===== config.mk =====
export PLATFORM = sky130hd
export DESIGN_NAME = spc_port_regs
export DESIGN_NICKNAME = d
export VERILOG_FILES = /design/src/shared/spc_pkg.sv /design/src/core/spc_port_regs.sv
export VERILOG_INCLUDE_DIRS = /design/src /design/src/shared
export SDC_FILE = /design/constraint.sdc
export NUM_CORES = 1
export LEC_CHECK = 0
export ABC_AREA = 1
export BUFFER_PORTS_ARGS = -buffer_cell sky130_fd_sc_hd__buf_2
export CAP_MARGIN = 20
export CORE_MARGIN = 2
export CORE_UTILIZATION = 45
export CTS_CLUSTER_SIZE = 12
export DETAILED_ROUTE_END_ITERATION = 10
export GPL_TIMING_DRIVEN = 0
export PLACE_DENSITY = 0.8
export RECOVER_POWER = 50
export SKIP_LAST_GASP = 1
export SLEW_MARGIN = 25
export SYNTH_ARGS = -nofsm -noshare
export SYNTH_HDL_FRONTEND = slang
export SYNTH_SLANG_ARGS = --single-unit

===== constraint.sdc =====
create_clock -name mclk_i -period 1.7 [get_ports mclk_i]
set_input_delay 0.34 -clock mclk_i [delete_from_list [all_inputs] [get_ports mclk_i]]
set_output_delay 0.34 -clock mclk_i [all_outputs]
set_load 0.03 [all_outputs]

===== src/shared/spc_regs.svh =====
// Register offsets, field positions and reset values of the port register bank
`ifndef SPC_REGS_SVH
`define SPC_REGS_SVH
`define SPC_CMD_OFS 8'h18
`define SPC_TFD_OFS 8'h20
`define SPC_START_BIT 0
`define SPC_SPINUP_BIT 1
`define SPC_POWER_BIT 2
`define SPC_OVR_BIT 3
`define SPC_RXEN_BIT 4
`define SPC_SLOT_LSB 8
`define SPC_SLOT_MSB 12
`define SPC_RUN_BIT 15
`define SPC_ERR_LSB 8
`define SPC_ERR_MSB 15
`define SPC_STS_LSB 0
`define SPC_STS_MSB 7
`define SPC_BUSY_BIT 7
`define SPC_DREQ_BIT 3
`define SPC_ERRF_BIT 0
`define SPC_STATUS_RST 8'h7F
`define SPC_ERROR_RST 8'h00
`define SPC_SLOT_RST 5'h00
`define SPC_DET_LISTEN 4'h0
`endif


===== src/shared/spc_pkg.sv =====
// Types shared by the port register bank
package spc_pkg;
  typedef enum logic [1:0] {
    SPC_FIS_D2H,
    SPC_FIS_PIO,
    SPC_FIS_SDB,
    SPC_FIS_OTHER
  } spc_fis_kind_t;

  typedef struct packed {
    logic valid;
    spc_fis_kind_t kind;
    logic [7:0] status;
    logic [7:0] error;
  } spc_fis_t;

  typedef struct packed {
    logic [7:0] addr;
    logic [31:0] wdata;
    logic wr;
    logic rd;
  } spc_req_t;

  typedef enum logic [1:0] {
    SPC_IDLE,
    SPC_RUN,
    SPC_STOP
  } spc_list_state_t;
endpackage


===== src/core/spc_port_regs.sv =====
// Port command and task-file mirror register bank with list start control
// Behaviour
// - Override write forces busy and request low
// - Override self-clears once both flags are zero
// - Writing zero to override does nothing
// - Power bit writable only with cold presence
// - Power bit drives the power pin high
// - Spin-up bit writable only with staggered cap
// - Spin-up rise starts a link reset
// - Spin-up fall sends no link signal
// - Spin-up low, detect zero: listen mode
// - List processed only while start is one
// - Start rise restarts list at slot zero
// - Start fall clears issue once controller idle
// - Mirror refreshed by three FIS kinds
// - Error byte holds latest error, resets zero
// - Status byte holds latest status, resets 7F
// - D2H and PIO updates overwrite all eight status bits; SDB keeps busy and request
// - Upper sixteen mirror bits read zero
// - Start fall resets current slot to zero
// - Running flag shows list engine active
//
// Decided for this implementation: the plain strobed port.
`include "spc_regs.svh"

module spc_port_regs (
  input wire logic mclk_i,
  input wire logic rst_i,
  input spc_pkg::spc_req_t req_i,
  output logic [31:0] rdata_o,
  input wire logic cold_presence_supported_i,
  input wire logic staggered_spinup_cap_i,
  input wire logic [3:0] serial_ctrl_detect_field_i,
  input spc_pkg::spc_fis_t fis_i,
  input wire logic ctrl_idle_i,
  input wire logic slot_load_i,
  input wire logic [4:0] slot_i,
  output logic cmd_fetch_en_o,
  output logic list_restart_o,
  output logic issue_clear_o,
  output logic list_running_o,
  output logic fis_receive_enable_o,
  output logic power_pin_o,
  output logic comreset_o,
  output logic listen_mode_o,
  output logic busy_flag_o,
  output logic data_request_flag_o,
  output logic error_flag_o
);
  import spc_pkg::*;

  logic list_start_r;
  logic spin_up_device_r;
  logic device_power_on_r;
  logic list_override_r;
  logic fis_receive_enable_r;
  logic [4:0] current_slot_r;
  logic [7:0] status_byte_r;
  logic [7:0] error_byte_r;
  logic [7:0] status_nxt;
  logic [31:0] rdata_r;
  logic [31:0] rdata_nxt;
  logic [31:0] cmd_view;
  logic [31:0] tfd_view;
  logic spin_prev_r;
  logic comreset_r;
  logic listen_r;
  logic power_pin_r;
  logic restart_r;
  logic issue_clr_r;
  spc_list_state_t state_r;
  spc_list_state_t state_nxt;

  logic wr_cmd;
  logic ovr_set;
  logic fis_acc;
  logic spin_view;
  logic power_view;
  logic flags_clear;

  assign wr_cmd = req_i.wr && (req_i.addr == `SPC_CMD_OFS);
  assign ovr_set = wr_cmd && req_i.wdata[`SPC_OVR_BIT];
  assign fis_acc = fis_i.valid && (fis_i.kind != SPC_FIS_OTHER);
  assign flags_clear = !status_byte_r[`SPC_BUSY_BIT] && !status_byte_r[`SPC_DREQ_BIT];

  // Read-only value when the capability is absent
  assign power_view = cold_presence_supported_i ? device_power_on_r : 1'b1;
  assign spin_view = staggered_spinup_cap_i ? spin_up_device_r : 1'b1;

  // Plain control bits
  always_ff @(posedge mclk_i or posedge rst_i) begin
    if (rst_i) begin
      list_start_r <= 1'b0;
      fis_receive_enable_r <= 1'b0;
    end else if (wr_cmd) begin
      list_start_r <= req_i.wdata[`SPC_START_BIT];
      fis_receive_enable_r <= req_i.wdata[`SPC_RXEN_BIT];
    end
  end

  // Capability gated bits
  always_ff @(posedge mclk_i or posedge rst_i) begin
    if (rst_i) begin
      device_power_on_r <= 1'b0;
      spin_up_device_r <= 1'b0;
    end else if (wr_cmd) begin
      if (cold_presence_supported_i) begin
        device_power_on_r <= req_i.wdata[`SPC_POWER_BIT];
      end
      if (staggered_spinup_cap_i) begin
        spin_up_device_r <= req_i.wdata[`SPC_SPINUP_BIT];
      end
    end
  end

  // Override bit: set by a one, cleared by hardware, set wins
  always_ff @(posedge mclk_i or posedge rst_i) begin
    if (rst_i) begin
      list_override_r <= 1'b0;
    end else if (ovr_set) begin
      list_override_r <= 1'b1;
    end else if (list_override_r && flags_clear) begin
      list_override_r <= 1'b0;
    end
  end

  // Next status byte from FIS and override
  always_comb begin
    status_nxt = status_byte_r;
    if (fis_acc) begin
      status_nxt = fis_i.status;
      if (fis_i.kind == SPC_FIS_SDB) begin
        status_nxt[`SPC_BUSY_BIT] = status_byte_r[`SPC_BUSY_BIT];
        status_nxt[`SPC_DREQ_BIT] = status_byte_r[`SPC_DREQ_BIT];
      end
    end
    if (ovr_set) begin
      status_nxt[`SPC_BUSY_BIT] = 1'b0;
      status_nxt[`SPC_DREQ_BIT] = 1'b0;
    end
  end

  // Task-file mirror, both bytes in one edge
  always_ff @(posedge mclk_i or posedge rst_i) begin
    if (rst_i) begin
      status_byte_r <= `SPC_STATUS_RST;
      error_byte_r <= `SPC_ERROR_RST;
    end else begin
      status_byte_r <= status_nxt;
      if (fis_acc) begin
        error_byte_r <= fis_i.error;
      end
    end
  end

  // List engine sequencing
  always_comb begin
    state_nxt = state_r;
    case (state_r)
      SPC_IDLE: begin
        if (list_start_r) begin
          state_nxt = SPC_RUN;
        end
      end
      SPC_RUN: begin
        if (!list_start_r) begin
          state_nxt = SPC_STOP;
        end
      end
      SPC_STOP: begin
        if (ctrl_idle_i) begin
          state_nxt = SPC_IDLE;
        end
      end
      default: begin
        state_nxt = SPC_IDLE;
      end
    endcase
  end

  always_ff @(posedge mclk_i or posedge rst_i) begin
    if (rst_i) begin
      state_r <= SPC_IDLE;
    end else begin
      state_r <= state_nxt;
    end
  end

  // Start and stop pulses toward the controller
  always_ff @(posedge mclk_i or posedge rst_i) begin
    if (rst_i) begin
      restart_r <= 1'b0;
      issue_clr_r <= 1'b0;
    end else begin
      restart_r <= (state_r == SPC_IDLE) && list_start_r;
      issue_clr_r <= (state_r == SPC_STOP) && ctrl_idle_i;
    end
  end

  // Current slot
  always_ff @(posedge mclk_i or posedge rst_i) begin
    if (rst_i) begin
      current_slot_r <= `SPC_SLOT_RST;
    end else if (state_r == SPC_RUN && !list_start_r) begin
      current_slot_r <= `SPC_SLOT_RST;
    end else if (state_r == SPC_IDLE && list_start_r) begin
      current_slot_r <= `SPC_SLOT_RST;
    end else if (slot_load_i && state_r == SPC_RUN) begin
      current_slot_r <= slot_i;
    end
  end

  // Link side controls
  always_ff @(posedge mclk_i or posedge rst_i) begin
    if (rst_i) begin
      spin_prev_r <= 1'b0;
      comreset_r <= 1'b0;
      listen_r <= 1'b0;
      power_pin_r <= 1'b0;
    end else begin
      spin_prev_r <= spin_view;
      comreset_r <= spin_view && !spin_prev_r;
      listen_r <= !spin_view && (serial_ctrl_detect_field_i == `SPC_DET_LISTEN);
      power_pin_r <= power_view;
    end
  end

  // Register views
  always_comb begin
    cmd_view = '0;
    cmd_view[`SPC_START_BIT] = list_start_r;
    cmd_view[`SPC_SPINUP_BIT] = spin_view;
    cmd_view[`SPC_POWER_BIT] = power_view;
    cmd_view[`SPC_OVR_BIT] = list_override_r;
    cmd_view[`SPC_RXEN_BIT] = fis_receive_enable_r;
    cmd_view[`SPC_SLOT_MSB:`SPC_SLOT_LSB] = current_slot_r;
    cmd_view[`SPC_RUN_BIT] = (state_r != SPC_IDLE);
  end

  always_comb begin
    tfd_view = '0;
    tfd_view[`SPC_ERR_MSB:`SPC_ERR_LSB] = error_byte_r;
    tfd_view[`SPC_STS_MSB:`SPC_STS_LSB] = status_byte_r;
  end

  always_comb begin
    rdata_nxt = '0;
    if (req_i.addr == `SPC_CMD_OFS) begin
      rdata_nxt = cmd_view;
    end else if (req_i.addr == `SPC_TFD_OFS) begin
      rdata_nxt = tfd_view;
    end else begin
      rdata_nxt = '0;
    end
  end

  always_ff @(posedge mclk_i or posedge rst_i) begin
    if (rst_i) begin
      rdata_r <= '0;
    end else begin
      rdata_r <= req_i.rd ? rdata_nxt : '0;
    end
  end

  assign rdata_o = rdata_r;
  assign cmd_fetch_en_o = list_start_r && (state_r == SPC_RUN);
  assign list_restart_o = restart_r;
  assign issue_clear_o = issue_clr_r;
  assign list_running_o = (state_r != SPC_IDLE);
  assign fis_receive_enable_o = fis_receive_enable_r;
  assign power_pin_o = power_pin_r;
  assign comreset_o = comreset_r;
  assign listen_mode_o = listen_r;
  assign busy_flag_o = status_byte_r[`SPC_BUSY_BIT];
  assign data_request_flag_o = status_byte_r[`SPC_DREQ_BIT];
  assign error_flag_o = status_byte_r[`SPC_ERRF_BIT];
endmodule


Word level (Yosys, flattened, before mapping)
Cells that the tools add are included.
{"block": "totals", "regBits": 66, "inputBits": 76, "output_inout_bits": 43, "elab_cells": 73}
{"block": "op_classes", "n_eq_ne": 10, "muxes": 19, "n_reduce_logical": 27}
{"operator": "two-way mux 16 bit", "n": 2}
{"operator": "two-way mux 32 bit", "n": 1}
{"operator": "two-way mux 5 bit", "n": 3}
{"operator": "logical AND 1 bit", "n": 12}
{"operator": "inequality test 2 bit (second input constant)", "n": 5}
{"operator": "equality test 8 x 5 -> 1 bit (second input constant)", "n": 1}
{"operator": "equality test 8 x 6 -> 1 bit (second input constant)", "n": 1}
{"operator": "two-way mux 1 bit", "n": 8}
{"operator": "two-way mux 8 bit", "n": 1}
{"operator": "two-way mux 2 bit", "n": 3}
{"operator": "one-hot mux 2 bit (3 select lines)", "n": 1}
{"operator": "AND reduction 2 bit", "n": 3}
{"operator": "nonzero test 2 bit", "n": 3}
{"operator": "zero test 1 bit", "n": 5}
{"operator": "equality test 2 bit (second input constant)", "n": 2}
{"operator": "zero test 4 bit", "n": 1}
{"operator": "AND reduction 3 bit", "n": 1}
{"operator": "nonzero test 3 bit", "n": 1}
{"operator": "equality test 2 x 1 -> 1 bit (second input constant)", "n": 1}
{"operator": "zero test 2 bit", "n": 1}

Logic depth before layout (Yosys ltp)
Gate-level depths: netlist (run 1).
{"block": "logic_depth", "ltp_word": 5, "depth_mapped": 8, "ltp_nobuf": 8}

Worst setup path after synthesis (run 1)
Ideal clock, no wire load.
{"block": "synth_timing", "path_type": "reg2out", "startpoint": "register state_r[1]", "endpoint": "output cmd_fetch_en_o", "t_arrival_ns": 1.107, "t_required_ns": 1.360, "slack_ns": 0.253, "stages_incl_launch_ff": 2, "path_buffers": 0, "cell_sequence": "dfrtp_1 -> nor3_1"}
{"block": "synth_via", "elab_chain_len": 2}
{"element": "start: declaration", "line": "spc_port_regs.sv:71", "text": "spc_list_state_t state_r;"}
{"element": "start signal: assignment", "line": "spc_port_regs.sv:185", "text": "state_r <= state_nxt;"}
{"element": "equality test 2 x 1 -> 1 bit", "line": "spc_port_regs.sv:266", "text": "assign cmd_fetch_en_o = list_start_r && (state_r == SPC_RUN);"}
{"element": "logical AND 1 bit", "line": "spc_port_regs.sv:266"}
{"element": "end: declaration", "line": "spc_port_regs.sv:38", "text": "output logic cmd_fetch_en_o,"}
No other way between the ends.

Worst setup path in the final report (run 1)
{"block": "layout_timing", "startpoint": "register state_r[1]", "endpoint": "output list_running_o"}
{"block": "layout_via", "elab_chain_len": 1}
{"element": "nonzero test 2 bit", "line": "spc_port_regs.sv:269", "text": "assign list_running_o = (state_r != SPC_IDLE);"}
{"element": "end: declaration", "line": "spc_port_regs.sv:41", "text": "output logic list_running_o,"}
No other way between the ends.

==> qor.txt, run 1 <==
CLOCK NETWORK
--------------------------------------------------------------------------------------------------
Clock tree from TritonCTS                                                                    built
Worst skew pair latency                                                                    0.30 ns
Post-cts repair resize count                                                                     0
Maximum count of clock buffers along a single path                                               2
Clock transition time at the flip-flop clock pins of the worst setup and hold paths        0.09 ns
Number of hold buffers added after CTS                                                           0
Clock tree root driver cell                                                               clkbuf_8
CTS H-tree lvls                                                                                  2
Setup Buffers After CTS                                                                          0
Number of CTS-inserted buffers                                                                   5
Number of sinks driven by the clock tree                                                        50

CRITICAL PATH
--------------------------------------------------------------------------------------------------
Worst setup slack for register-to-register paths                                           0.53 ns
Critical-path cell with the highest stage delay                                            dfrtp_1
Worst r2r src                                                                           state_r[1]
Critical path destination                                                             list_running_o
Delay of the slowest critical-path stage                                                   0.43 ns
Endpoint of the most critical register-to-register path                               current_slot_r[1]
Worst Setup End Kind                                                                   output port
Largest fanout on the critical path                                                              5
Ordered cell list for the critical path                                               nor2_1 > inv_1 > buf_2
Kind of launch point of the worst setup path                                             flip-flop
Req. time, crit path                                                                       1.36 ns
Number of cells on the worst reg-to-reg path                                                     5
Endpoint arrival time on the critical path                                                 1.19 ns
Kind of critical path                                                                 flip-flop to output port
Origin of the worst setup path                                                          state_r[1]

FINISH
--------------------------------------------------------------------------------------------------
Sequential cell area                                                                    1260 sq um
Share of cells above drive strength 1                                                        31.7%
Layout filler cell count                                                                       445
Area taken by multi-input logic gates                                                    779 sq um
Final Util                                                                                   59.1%
Antenna diode instance count                                                                     0
Highest-count cells in the layout ignoring fill and taps                              nand2_1, buf_2, dfrtp_1, nor2_1, inv_1
Area growth syn-to-layout                                                                    25.4%
Nets                                                                                           438
Most common library cell in the layout ignoring fill and taps                              nand2_1

DETAILED ROUTING
--------------------------------------------------------------------------------------------------
Initial DRC count                                                                               95
Detailed-route via count                                                                      1872
Detailed-router iteration count before antenna repair                                            4
Post-route DRC violation count                                                                   0
Post-detailed-route count of antenna-violating nets                                              0
Total routed wirelength                                                               4810 microns
Drt wl/cell                                                                           11.2 microns
Mean number of vias per cell                                                                  4.35

TIMING
--------------------------------------------------------------------------------------------------
Final sum of negative setup slack                                                             0 ns
Minimum clock period after layout                                                          1.53 ns
RSZ-0062 raised after global routing                                                            no
Worst-margin pin slew                                                                     0.788 ns
Post-layout worst setup margin                                                            0.175 ns
Final setup vio count                                                                            0
Final Hold Violating Endpoints                                                                   0
Rel. slew slack                                                                              47.5%
Max frequency                                                                              656 MHz
Skew final                                                                              0.00724 ns
Pins over their slew limit                                                                       0
Worst-case hold slack                                                                     0.112 ns
Final cycle utilization of the critical path                                                 89.7%

SYNTHESIS
--------------------------------------------------------------------------------------------------
Main combinational cell family by area after synthesis                                simple AND/OR/NAND/NOR gates
Flip-flop and latch count after synthesis                                                       50
Post-Synthesis Cell Area                                                                2250 sq um
Library cells used by synthesis                                                                 23
Sequential fraction of the synthesis area                                                    55.9%
Instance count of the mapped netlist                                                           266
Post-synthesis share of cell area spent on and, or, nand and nor gates                       28.4%
Syn avg cell area                                                                       8.47 sq um
Synthesis Warnings                                                                               0
Adder and majority cell fraction of the synthesized area                                        0%
Share of cell area taken by muxes after synthesis                                               0%
Fraction of the mapped netlist area in compound gates                                        4.22%
Xor and xnor area share after synthesis                                                         0%

POWER
--------------------------------------------------------------------------------------------------
Internal power of the cells                                                                1710 uW
Switching share of total power                                                               28.1%
Peak supply drop                                                                          0.420 mV
Combinational cell fraction of total power                                                   15.9%
Power per cell area                                                                    842 nW/um^2
Leakage Power                                                                           0.00165 uW
Net switching component of the power                                                        669 uW
Clk network pwr share                                                                        28.0%
Overall power after layout                                                                 2380 uW
Portion of total power attributed to sequential cells                                        56.1%

PLACE
--------------------------------------------------------------------------------------------------
Count of input and output buffers                                                               73
Gp weighted congestion                                                                       0.751
DP HPWL                                                                               3680 microns
Worst slack at placement                                                                  0.243 ns

FLOORPLAN
--------------------------------------------------------------------------------------------------
Initial Utilization                                                                          47.1%
Height of the die                                                                     74.8 microns
Number of primary I/O pins                                                                     119
Floorplan Core Area                                                                     4790 sq um
Placement row count                                                                             25
Die width                                                                             74.8 microns
Die area                                                                                5590 sq um

GLOBAL ROUTING
--------------------------------------------------------------------------------------------------
Pin count of the biggest net entering global routing                                            34
Number of antenna violations at the first check in global routing                                0
Vias in the first global route                                                                1771
GR Util All Layers                                                                           18.6%
First-pass GRT wire length                                                            7580 microns
Remaining global-route overflow                                                                  0

OUTCOME
--------------------------------------------------------------------------------------------------
Outcome                                                                               finished, final reports clean

MIN PATH
--------------------------------------------------------------------------------------------------
Hold crit path type                                                                   input port to asynchronous set/reset pin

RUN
--------------------------------------------------------------------------------------------------
Number of maximum-capacitance violations                                                         0

## synthesized netlist by cell type
library cell | number | area (sq um)
clkbuf_1 | 1 | 3.75
inv_1 | 22 | 82.6
o21ai_0 | 3 | 15.0
nor2_8 | 1 | 20.0
buf_2 | 2 | 10.0
buf_8 | 1 | 15.0
dfstp_2 | 7 | 184
nor2_2 | 1 | 6.26
a21oi_1 | 16 | 80.1
nor2_4 | 2 | 22.5
nand4_1 | 2 | 12.5
buf_1 | 1 | 3.75
inv_2 | 1 | 3.75
dfrtp_1 | 43 | 1080
conb_1 | 1 | 3.75
nand2_2 | 5 | 31.3
nor2_1 | 24 | 90.1
nand2_1 | 100 | 375
buf_4 | 18 | 135
nor3_1 | 2 | 10.0
and2_1 | 1 | 6.26
nand3_1 | 11 | 55.1
nand2_4 | 1 | 11.3
## worst min path at each step
stage | endpoint | from | depth (start not counted)
6_report | list_start_r | rst_i | 2
5_1_grt | listen_mode_o | serial_ctrl_detect_field_i[3] | 2
4_1_cts | rdata_o[0] | rst_i | 2
3_5_place_dp | listen_mode_o | rst_i | 2
3_3_place_gp | comreset_o | spin_prev_r | 1
2_1_floorplan | comreset_o | spin_prev_r | 1
## area by class of cell
cell class              instances  area share (%)
repair buffers                 74            13.1
inverters                      23            3.05
multi-input cells             185            27.6
well taps                      67            2.97
plain buffers                  23            5.93
clock buffers                   8            2.83
flip-flops and latches         50            44.6
## logic make-up after synthesis
kind of cell / after synthesis
buffers and inverters: 46
AND/OR/NAND/NOR: 150
other: 1
AO/OA/AOI/OAI: 19
flip-flops: 50
## metal layers
layer	part of all wire, %	wire length, microns	track usage, %
met1	44	2090	22.6
met2	48	2310	31.5
met3	6.7	322	3.61
met4	1.7	82	9.52
met5	0	0	0
## power by group through the flow
stage / Combinational [uW] / Clock, uW / Sequential [uW]
2_1_floorplan: 233 / 0 / 1380
4_1_cts: 390 / 682 / 1340
3_3_place_gp: 372 / 0 / 1360
3_5_place_dp: 388 / 0 / 1360
6_report: 378 / 666 / 1340
5_1_grt: 425 / 732 / 1350
## state kept, by name, summed over array words and instances (netlist names), 2 cells and up
signal	flops
rdata_o	16
current_slot_r	5
error_byte_r	8
state_r	2
status_byte_r	8
## per-stage QoR
step | std cells | area (sq um)
3_3_place_gp | 421 | 2760
2_1_floorplan | 281 | 2310
4_1_cts | 430 | 2860
5_1_grt | 430 | 2830
6_report | 430 | 2830
3_5_place_dp | 422 | 2780
## critical path, delay by kind of cell (launching register included)
kind	cells	cell delay, ns
and+or+nand+nor	1	0.22
buffers and inverters	2	0.22
DFF	1	0.43
No activity file was read; power rests on OpenSTA's default activity.
==> inputs of run 2 (changes only) <==
Settings changed: ABC_AREA 1 to 0, CORE_UTILIZATION 45 to 44.
==> qor.txt, run 2 <==
FLOORPLAN
--------------------------------------------------------------------------------------------------
Height of the die                                                                     73.6 microns   was 74.8 microns
Die width                                                                             73.6 microns   was 74.8 microns
Placement row count                                                                             25   unchanged
Initial Utilization                                                                          45.4%   was 47.1%
Number of primary I/O pins                                                                     119   unchanged
Die area                                                                                5420 sq um   was 5590 sq um
Floorplan Core Area                                                                     4690 sq um   was 4790 sq um

TIMING
--------------------------------------------------------------------------------------------------
Minimum clock period after layout                                                          1.64 ns   was 1.53 ns
Final setup vio count                                                                            0   unchanged
Final cycle utilization of the critical path                                                 96.2%   was 89.7%
Rel. slew slack                                                                              45.7%   was 47.5%
Skew final                                                                              0.00422 ns   was 0.00724 ns
Worst-margin pin slew                                                                     0.814 ns   was 0.788 ns
Final Hold Violating Endpoints                                                                   0   unchanged
Pins over their slew limit                                                                       0   unchanged
RSZ-0062 raised after global routing                                                            no   unchanged
Max frequency                                                                              611 MHz   was 656 MHz

DETAILED ROUTING
--------------------------------------------------------------------------------------------------
Initial DRC count                                                                               71   was 95
Mean number of vias per cell                                                                  4.81   was 4.35
Detailed-route via count                                                                      1569   was 1872
Post-route DRC violation count                                                                   0   unchanged
Drt wl/cell                                                                           13.2 microns   was 11.2 microns
Total routed wirelength                                                               4320 microns   was 4810 microns
Post-detailed-route count of antenna-violating nets                                              0   unchanged
Detailed-router iteration count before antenna repair                                            4   unchanged

FINISH
--------------------------------------------------------------------------------------------------
Antenna diode instance count                                                                     0   unchanged
Number of flip-flops in the largest register                                                    16   unchanged
Layout filler cell count                                                                       433   was 445
Final Util                                                                                   58.3%   was 59.1%
Area growth syn-to-layout                                                                    28.2%   was 25.4%
Nets                                                                                           347   was 438
Non-filler cells, final                                                                        326   was 430
Most common library cell in the layout ignoring fill and taps                                buf_2   was nand2_1
Highest-count cells in the layout ignoring fill and taps                              buf_2, dfrtp_1, nor2_1, buf_4, conb_1   was nand2_1, buf_2, dfrtp_1, nor2_1, inv_1
Share of cells above drive strength 1                                                        47.4%   was 31.7%

CRITICAL PATH
--------------------------------------------------------------------------------------------------
Largest fanout on the critical path                                                              8   was 5
Critical-path cell with the highest stage delay                                            dfrtp_1   unchanged
Worst setup slack for register-to-register paths                                           0.55 ns   was 0.53 ns
Worst r2r src                                                                           state_r[1]   unchanged
Ordered cell list for the critical path                                               or2_2 > buf_2   was nor2_1 > inv_1 > buf_2
Kind of launch point of the worst setup path                                             flip-flop   unchanged
Number of cells on the worst reg-to-reg path                                                     3   was 5
Endpoint arrival time on the critical path                                                 1.30 ns   was 1.19 ns
Endpoint of the most critical register-to-register path                               current_slot_r[1]   unchanged
Delay of the slowest critical-path stage                                                   0.46 ns   was 0.43 ns
Worst Setup End Kind                                                                   output port   unchanged
Kind of critical path                                                                 flip-flop to output port   unchanged
Req. time, crit path                                                                       1.36 ns   about the same

POWER
--------------------------------------------------------------------------------------------------
Clk network pwr share                                                                        27.8%   was 28.0%
Combinational cell fraction of total power                                                   16.5%   was 15.9%
Peak supply drop                                                                          0.418 mV   was 0.420 mV
Switching share of total power                                                               26.7%   was 28.1%
Portion of total power attributed to sequential cells                                        55.7%   was 56.1%
Internal power of the cells                                                                1810 uW   was 1710 uW
Net switching component of the power                                                        661 uW   was 669 uW
Leakage Power                                                                           0.00145 uW   was 0.00165 uW
Power per cell area                                                                    905 nW/um^2   was 842 nW/um^2

SYNTHESIS
--------------------------------------------------------------------------------------------------
Adder and majority cell fraction of the synthesized area                                        0%   unchanged
Area share of the largest cell type after synthesis                                          50.5%   was 47.8%
Fraction of registers with async set/reset                                                    100%   unchanged
Synthesis Warnings                                                                               0   unchanged
Flip-flop and latch count after synthesis                                                       50   unchanged
Xor and xnor area share after synthesis                                                         0%   unchanged
Top post-synthesis cells by count                                                     dfrtp_1, nor2_1, buf_4, mux2_2, a22oi_1   was nand2_1, dfrtp_1, nor2_1, inv_1, buf_4
Sequential fraction of the synthesis area                                                    59.1%   was 55.9%
EDFF count, synth                                                                                0   unchanged
Instance count of the mapped netlist                                                           173   was 266
Commonest register cell after synthesis                                                    dfrtp_1   unchanged
Post-Synthesis Cell Area                                                                2130 sq um   was 2250 sq um
Syn avg cell area                                                                       12.3 sq um   was 8.47 sq um
Post-synthesis share of cell area spent on and, or, nand and nor gates                       14.5%   was 28.4%
Library cells used by synthesis                                                                 33   was 23
Top cells by area, synth                                                              dfrtp_1, dfstp_2, mux2_2   was dfrtp_1, nand2_1, dfstp_2
Cell with the most instances after synthesis                                               dfrtp_1   was nand2_1
Share of cell area taken by muxes after synthesis                                            10.8%   was 0%
Fraction of the mapped netlist area in compound gates                                        8.51%   was 4.22%
Main combinational cell family by area after synthesis                                simple AND/OR/NAND/NOR gates   unchanged
Cell accounting for the most synthesized area                                              dfrtp_1   unchanged

CLOCK NETWORK
--------------------------------------------------------------------------------------------------
CTS H-tree lvls                                                                                  2   unchanged
Setup Buffers After CTS                                                                          0   unchanged
Clock tree from TritonCTS                                                                    built   unchanged
Number of sinks driven by the clock tree                                                        50   unchanged
Clock transition time at the flip-flop clock pins of the worst setup and hold paths        0.08 ns   was 0.09 ns
Clock tree root driver cell                                                               clkbuf_8   unchanged
Maximum count of clock buffers along a single path                                               2   unchanged
Number of CTS-inserted buffers                                                                   5   unchanged
Worst skew pair latency                                                                    0.29 ns   was 0.30 ns

PLACE
--------------------------------------------------------------------------------------------------
# placed instances                                                                             318   was 422
Gp weighted congestion                                                                       0.763   was 0.751
Count of input and output buffers                                                               75   was 73
DP HPWL                                                                               3280 microns   was 3680 microns

GLOBAL ROUTING
--------------------------------------------------------------------------------------------------
Pin count of the biggest net entering global routing                                            35   was 34
GR Util All Layers                                                                           16.6%   was 18.6%
First-pass GRT wire length                                                            6810 microns   was 7580 microns
Remaining global-route overflow                                                                  0   unchanged
Vias in the first global route                                                                1507   was 1771
Number of antenna violations at the first check in global routing                                0   unchanged

RUN
--------------------------------------------------------------------------------------------------
Number of maximum-capacitance violations                                                         0   unchanged

OUTCOME
--------------------------------------------------------------------------------------------------
Outcome                                                                               finished, final reports clean   unchanged

MIN PATH
--------------------------------------------------------------------------------------------------
Hold crit path type                                                                   input port to asynchronous set/reset pin   unchanged

[run 2: how the worst max path moves through the flow]
stage / from / end / slack (ns) / cells after the start
final: state_r[1] / list_running_o / 0.06 / 2
after global routing: state_r[1] / list_running_o / 0.0005 / 2
after CTS: req_i[37] / rdata_o[1] / 0.03 / 5
after detailed placement: req_i[37] / rdata_o[1] / -0.28 / 5
after global placement: rst_i / error_byte_r[5] / -0.37 / 2
after floorplan: req_i[36] / device_power_on_r / 0.08 / 3
[run 2: repair_timing]
action                     CTS  global route
hold buffers                 0             0
resized for setup            0             2
setup endpoints to repair    0            11
[run 2: area by class of cell]
| cell class | count | area (sq um) | area share, % |
|---|---|---|---|
| buffer | 20 | 136 | 4.99 |
| clock buffer | 7 | 86.3 | 3.16 |
| clock inverter | 1 | 5.00 | 0.183 |
| inverter | 3 | 11.3 | 0.412 |
| multi-input combinational | 115 | 786 | 28.7 |
| sequential | 50 | 1260 | 46.1 |
| tap | 54 | 67.6 | 2.47 |
| timing repair buffer | 76 | 380 | 13.9 |
[run 2: power groups by stage]
stage / Clock (uW) / Combinational [uW] / Sequential, uW
after floorplan: 0 / 257 / 1410
after global placement: 0 / 398 / 1390
after detailed placement: 0 / 416 / 1400
after CTS: 703 / 418 / 1380
after global routing: 753 / 452 / 1390
final: 688 / 408 / 1380
[run 2: metal layers]
| metal | GRT usage, % | share of wire [%] |
|---|---|---|
| met5 | 0 | 0 |
| met4 | 4.44 | 0.93 |
| met3 | 4.25 | 5.7 |
| met2 | 28.5 | 50 |
| met1 | 20.9 | 43 |
[run 2: worst max-delay path, delay by kind of cell, from the launching register on]
family / cells / cell delay [ns]
DFF: 1 / 0.46
buffers and inverters: 1 / 0.19
and+or+nand+nor: 1 / 0.36
[run 2: metrics by stage]
step	cell area, sq um	worst slack, ns	setup TNS [ns]	total power (uW)	hold WS [ns]
after floorplan	2190	0.0780	0	1670	0.378
after global placement	2630	-0.368	-18.55	1790	0.381
after detailed placement	2650	-0.276	-3.04	1820	0.329
after CTS	2740	0.0349	0	2500	0.00680
after global routing	2730	0.000517	0	2600	0.158
final	2730	0.0640	0	2480	0.0864
[run 2: kinds of logic (layout without fill, tap and decap cells)]
group	Yosys count	in the layout
AO/OA/AOI/OAI	28	28
buffers and inverters	23	107
flip-flops	50	50
multiplexers	20	20
other	1	16
AND/OR/NAND/NOR	51	51
==> inputs of run 3 (changes only) <==
==> constraint.sdc (replaced) <==
create_clock -name mclk_i -period 1.7 [get_ports mclk_i]
set_input_delay 0.17 -clock mclk_i [delete_from_list [all_inputs] [get_ports mclk_i]]
set_output_delay 0.17 -clock mclk_i [all_outputs]
set_load 0.03 [all_outputs]
==> qor.txt, run 3 (synthesis results as in run 2) <==
OUTCOME
--------------------------------------------------------------------------------------------------
Outcome                                                                               finished, final reports clean   unchanged

DETAILED ROUTING
--------------------------------------------------------------------------------------------------
Initial DRC count                                                                               76   was 71
Total routed wirelength                                                               4360 microns   was 4320 microns
Post-route DRC violation count                                                                   0   unchanged
Mean number of vias per cell                                                                  4.79   was 4.81
Detailed-route via count                                                                      1567   was 1569
Drt wl/cell                                                                           13.3 microns   was 13.2 microns
Detailed-router iteration count before antenna repair                                            4   unchanged
Post-detailed-route count of antenna-violating nets                                              0   unchanged

CLOCK NETWORK
--------------------------------------------------------------------------------------------------
Number of sinks driven by the clock tree                                                        50   unchanged
Post-cts repair resize count                                                                     0   unchanged
Number of CTS-inserted buffers                                                                   5   unchanged
CTS H-tree lvls                                                                                  2   unchanged
Clock transition time at the flip-flop clock pins of the worst setup and hold paths        0.08 ns   about the same
Clock tree from TritonCTS                                                                    built   unchanged
Clock tree root driver cell                                                               clkbuf_8   unchanged
Worst skew pair latency                                                                    0.29 ns   about the same
Maximum count of clock buffers along a single path                                               2   unchanged

CRITICAL PATH
--------------------------------------------------------------------------------------------------
Endpoint arrival time on the critical path                                                 1.31 ns   was 1.30 ns
Worst r2r src                                                                           state_r[1]   unchanged
Origin of the worst setup path                                                          state_r[1]   unchanged
Kind of launch point of the worst setup path                                             flip-flop   unchanged
Worst setup slack for register-to-register paths                                           0.51 ns   was 0.55 ns
Largest fanout on the critical path                                                              8   unchanged
Endpoint of the most critical register-to-register path                               current_slot_r[1]   unchanged
Critical path destination                                                             list_running_o   unchanged
Worst Setup End Kind                                                                   output port   unchanged
Number of cells on the worst reg-to-reg path                                                     3   unchanged
Kind of critical path                                                                 flip-flop to output port   unchanged
Req. time, crit path                                                                       1.53 ns   was 1.36 ns

FLOORPLAN
--------------------------------------------------------------------------------------------------
Die width                                                                             73.6 microns   unchanged
Initial Utilization                                                                          45.4%   unchanged
Number of primary I/O pins                                                                     119   unchanged
Die area                                                                                5420 sq um   unchanged
Placement row count                                                                             25   unchanged
Height of the die                                                                     73.6 microns   unchanged
Floorplan Core Area                                                                     4690 sq um   unchanged

POWER
--------------------------------------------------------------------------------------------------
Clk network pwr share                                                                        27.8%   about the same
Combinational cell fraction of total power                                                   16.6%   was 16.5%
Net switching component of the power                                                        664 uW   was 661 uW
Leakage Power                                                                           0.00142 uW   was 0.00145 uW
Internal power of the cells                                                                1820 uW   was 1810 uW
Peak supply drop                                                                          0.420 mV   was 0.418 mV
Switching share of total power                                                               26.8%   was 26.7%
Overall power after layout                                                                 2480 uW   about the same
Portion of total power attributed to sequential cells                                        55.6%   was 55.7%
Power per cell area                                                                    908 nW/um^2   was 905 nW/um^2

TIMING
--------------------------------------------------------------------------------------------------
Rel. slew slack                                                                              48.9%   was 45.7%
Skew final                                                                              0.00478 ns   was 0.00422 ns
Final Hold Violating Endpoints                                                                   0   unchanged
Worst-margin pin slew                                                                     0.765 ns   was 0.814 ns
Post-layout worst setup margin                                                            0.220 ns   was 0.0640 ns
Minimum clock period after layout                                                          1.48 ns   was 1.64 ns
Final setup vio count                                                                            0   unchanged
RSZ-0062 raised after global routing                                                            no   unchanged
Pins over their slew limit                                                                       0   unchanged
Final cycle utilization of the critical path                                                 87.1%   was 96.2%
Max frequency                                                                              676 MHz   was 611 MHz

FINISH
--------------------------------------------------------------------------------------------------
Layout filler cell count                                                                       434   was 433
Share of cells above drive strength 1                                                        43.6%   was 47.4%
Sequential cell area                                                                    1260 sq um   about the same
Nets                                                                                           348   was 347
Highest-count cells in the layout ignoring fill and taps                              buf_2, dfrtp_1, nor2_1, buf_4, conb_1   unchanged
Area growth syn-to-layout                                                                    28.1%   was 28.2%
Most common library cell in the layout ignoring fill and taps                                buf_2   unchanged
Area taken by multi-input logic gates                                                    781 sq um   was 786 sq um
Number of flip-flops in the largest register                                                    16   unchanged
Antenna diode instance count                                                                     0   unchanged

GLOBAL ROUTING
--------------------------------------------------------------------------------------------------
Vias in the first global route                                                                1513   was 1507
Met1 usage in global routing                                                                 21.0%   was 20.9%
Remaining global-route overflow                                                                  0   unchanged
Most Used Layer, Global Route                                                                 met2   unchanged
Met3 Track Usage GR                                                                          4.25%   unchanged
First-pass GRT wire length                                                            6840 microns   was 6810 microns
GR Util All Layers                                                                           16.7%   was 16.6%
Met2 track utilization from global routing                                                   28.6%   was 28.5%
Pin count of the biggest net entering global routing                                            35   unchanged
Number of antenna violations at the first check in global routing                                0   unchanged

MIN PATH
--------------------------------------------------------------------------------------------------
Launch instance of the worst min-delay path                                               req_i[5]
Hold crit path type                                                                   input port to flip-flop   was input port to asynchronous set/reset pin

PLACE
--------------------------------------------------------------------------------------------------
Worst slack at placement                                                                 -0.106 ns   was -0.276 ns
DP HPWL                                                                               3280 microns   unchanged
Gp weighted congestion                                                                       0.763   unchanged
Count of input and output buffers                                                               75   unchanged

RUN
--------------------------------------------------------------------------------------------------
Number of maximum-capacitance violations                                                         0   unchanged

==> run 3: cell count changes in the layout (fill, tap and decap cells not counted) <==
cell	change
clkbuf_1	+8
dfrtp_2	-1
buf_2	-8
clkbuf_4	+1
nor3b_2	-1
dfrtp_1	+1
clkbuf_2	-1
nor3b_1	+1
dlygate4sd3_1	+1
==> run 3: worst min-delay path by stage <==
stage                       end  slack, ns  depth (start not counted)
4_1_cts        status_byte_r[3]       0.03                          2
3_5_place_dp         rdata_o[9]       0.16                          2
5_1_grt        status_byte_r[3]       0.04                          2
3_3_place_gp   status_byte_r[3]       0.34                          2
2_1_floorplan  status_byte_r[3]       0.22                          1
6_report       status_byte_r[3]       0.05                          2
==> run 3: final cells by class <==
| type | count | area share [%] |
|---|---|---|
| clock buffers | 7 | 3.16 |
| inverters | 3 | 0.412 |
| repair buffers | 77 | 14.0 |
| flip-flops and latches | 50 | 46.2 |
| plain buffers | 20 | 5.00 |
| clock inverters | 1 | 0.183 |
| multi-input cells | 115 | 28.6 |
| well taps | 54 | 2.47 |
==> run 3: timing repair <==
item / in CTS / in global routing
hold buffers: 1 / 0
buffers inserted: 0 / 0
endpoints found under the hold margin: 15 / 0
endpoints found under the setup margin: 0 / 0
==> run 3: critical path: stages (launching register included) <==
cell     delay, ns
dfrtp_1       0.47
or2_2         0.36
buf_2         0.19
==> run 3: per-layer routing <==
layer | vias to the layer above | wire length, microns
met5 | - | 0
met4 | 0 | 27
met3 | 2 | 289
met2 | 58 | 2170
met1 | 740 | 1870
li1 | 767 | -
==> run 3: power by group through the flow <==
| stage | Combinational (uW) | Clock, uW | Sequential, uW |
|---|---|---|---|
| 5_1_grt | 453 | 753 | 1390 |
| 6_report | 410 | 689 | 1380 |
| 4_1_cts | 419 | 703 | 1380 |
| 3_3_place_gp | 398 | 0 | 1390 |
| 3_5_place_dp | 416 | 0 | 1400 |
| 2_1_floorplan | 257 | 0 | 1410 |
==> run 3: metrics by stage <==
step / area (sq um) / instances / setup TNS [ns] / util, % / hold WS, ns
after floorplan: 2190 / 188 / 0 / - / 0.222
after global routing: 2730 / 327 / 0 / 58.2 / 0.0424
after CTS: 2750 / 327 / 0 / 58.7 / 0.0350
after detailed placement: 2650 / 318 / -0.884 / 56.5 / 0.159
final: 2730 / 327 / 0 / 58.2 / 0.0467
after global placement: 2630 / 317 / -9.05 / 56.1 / 0.343
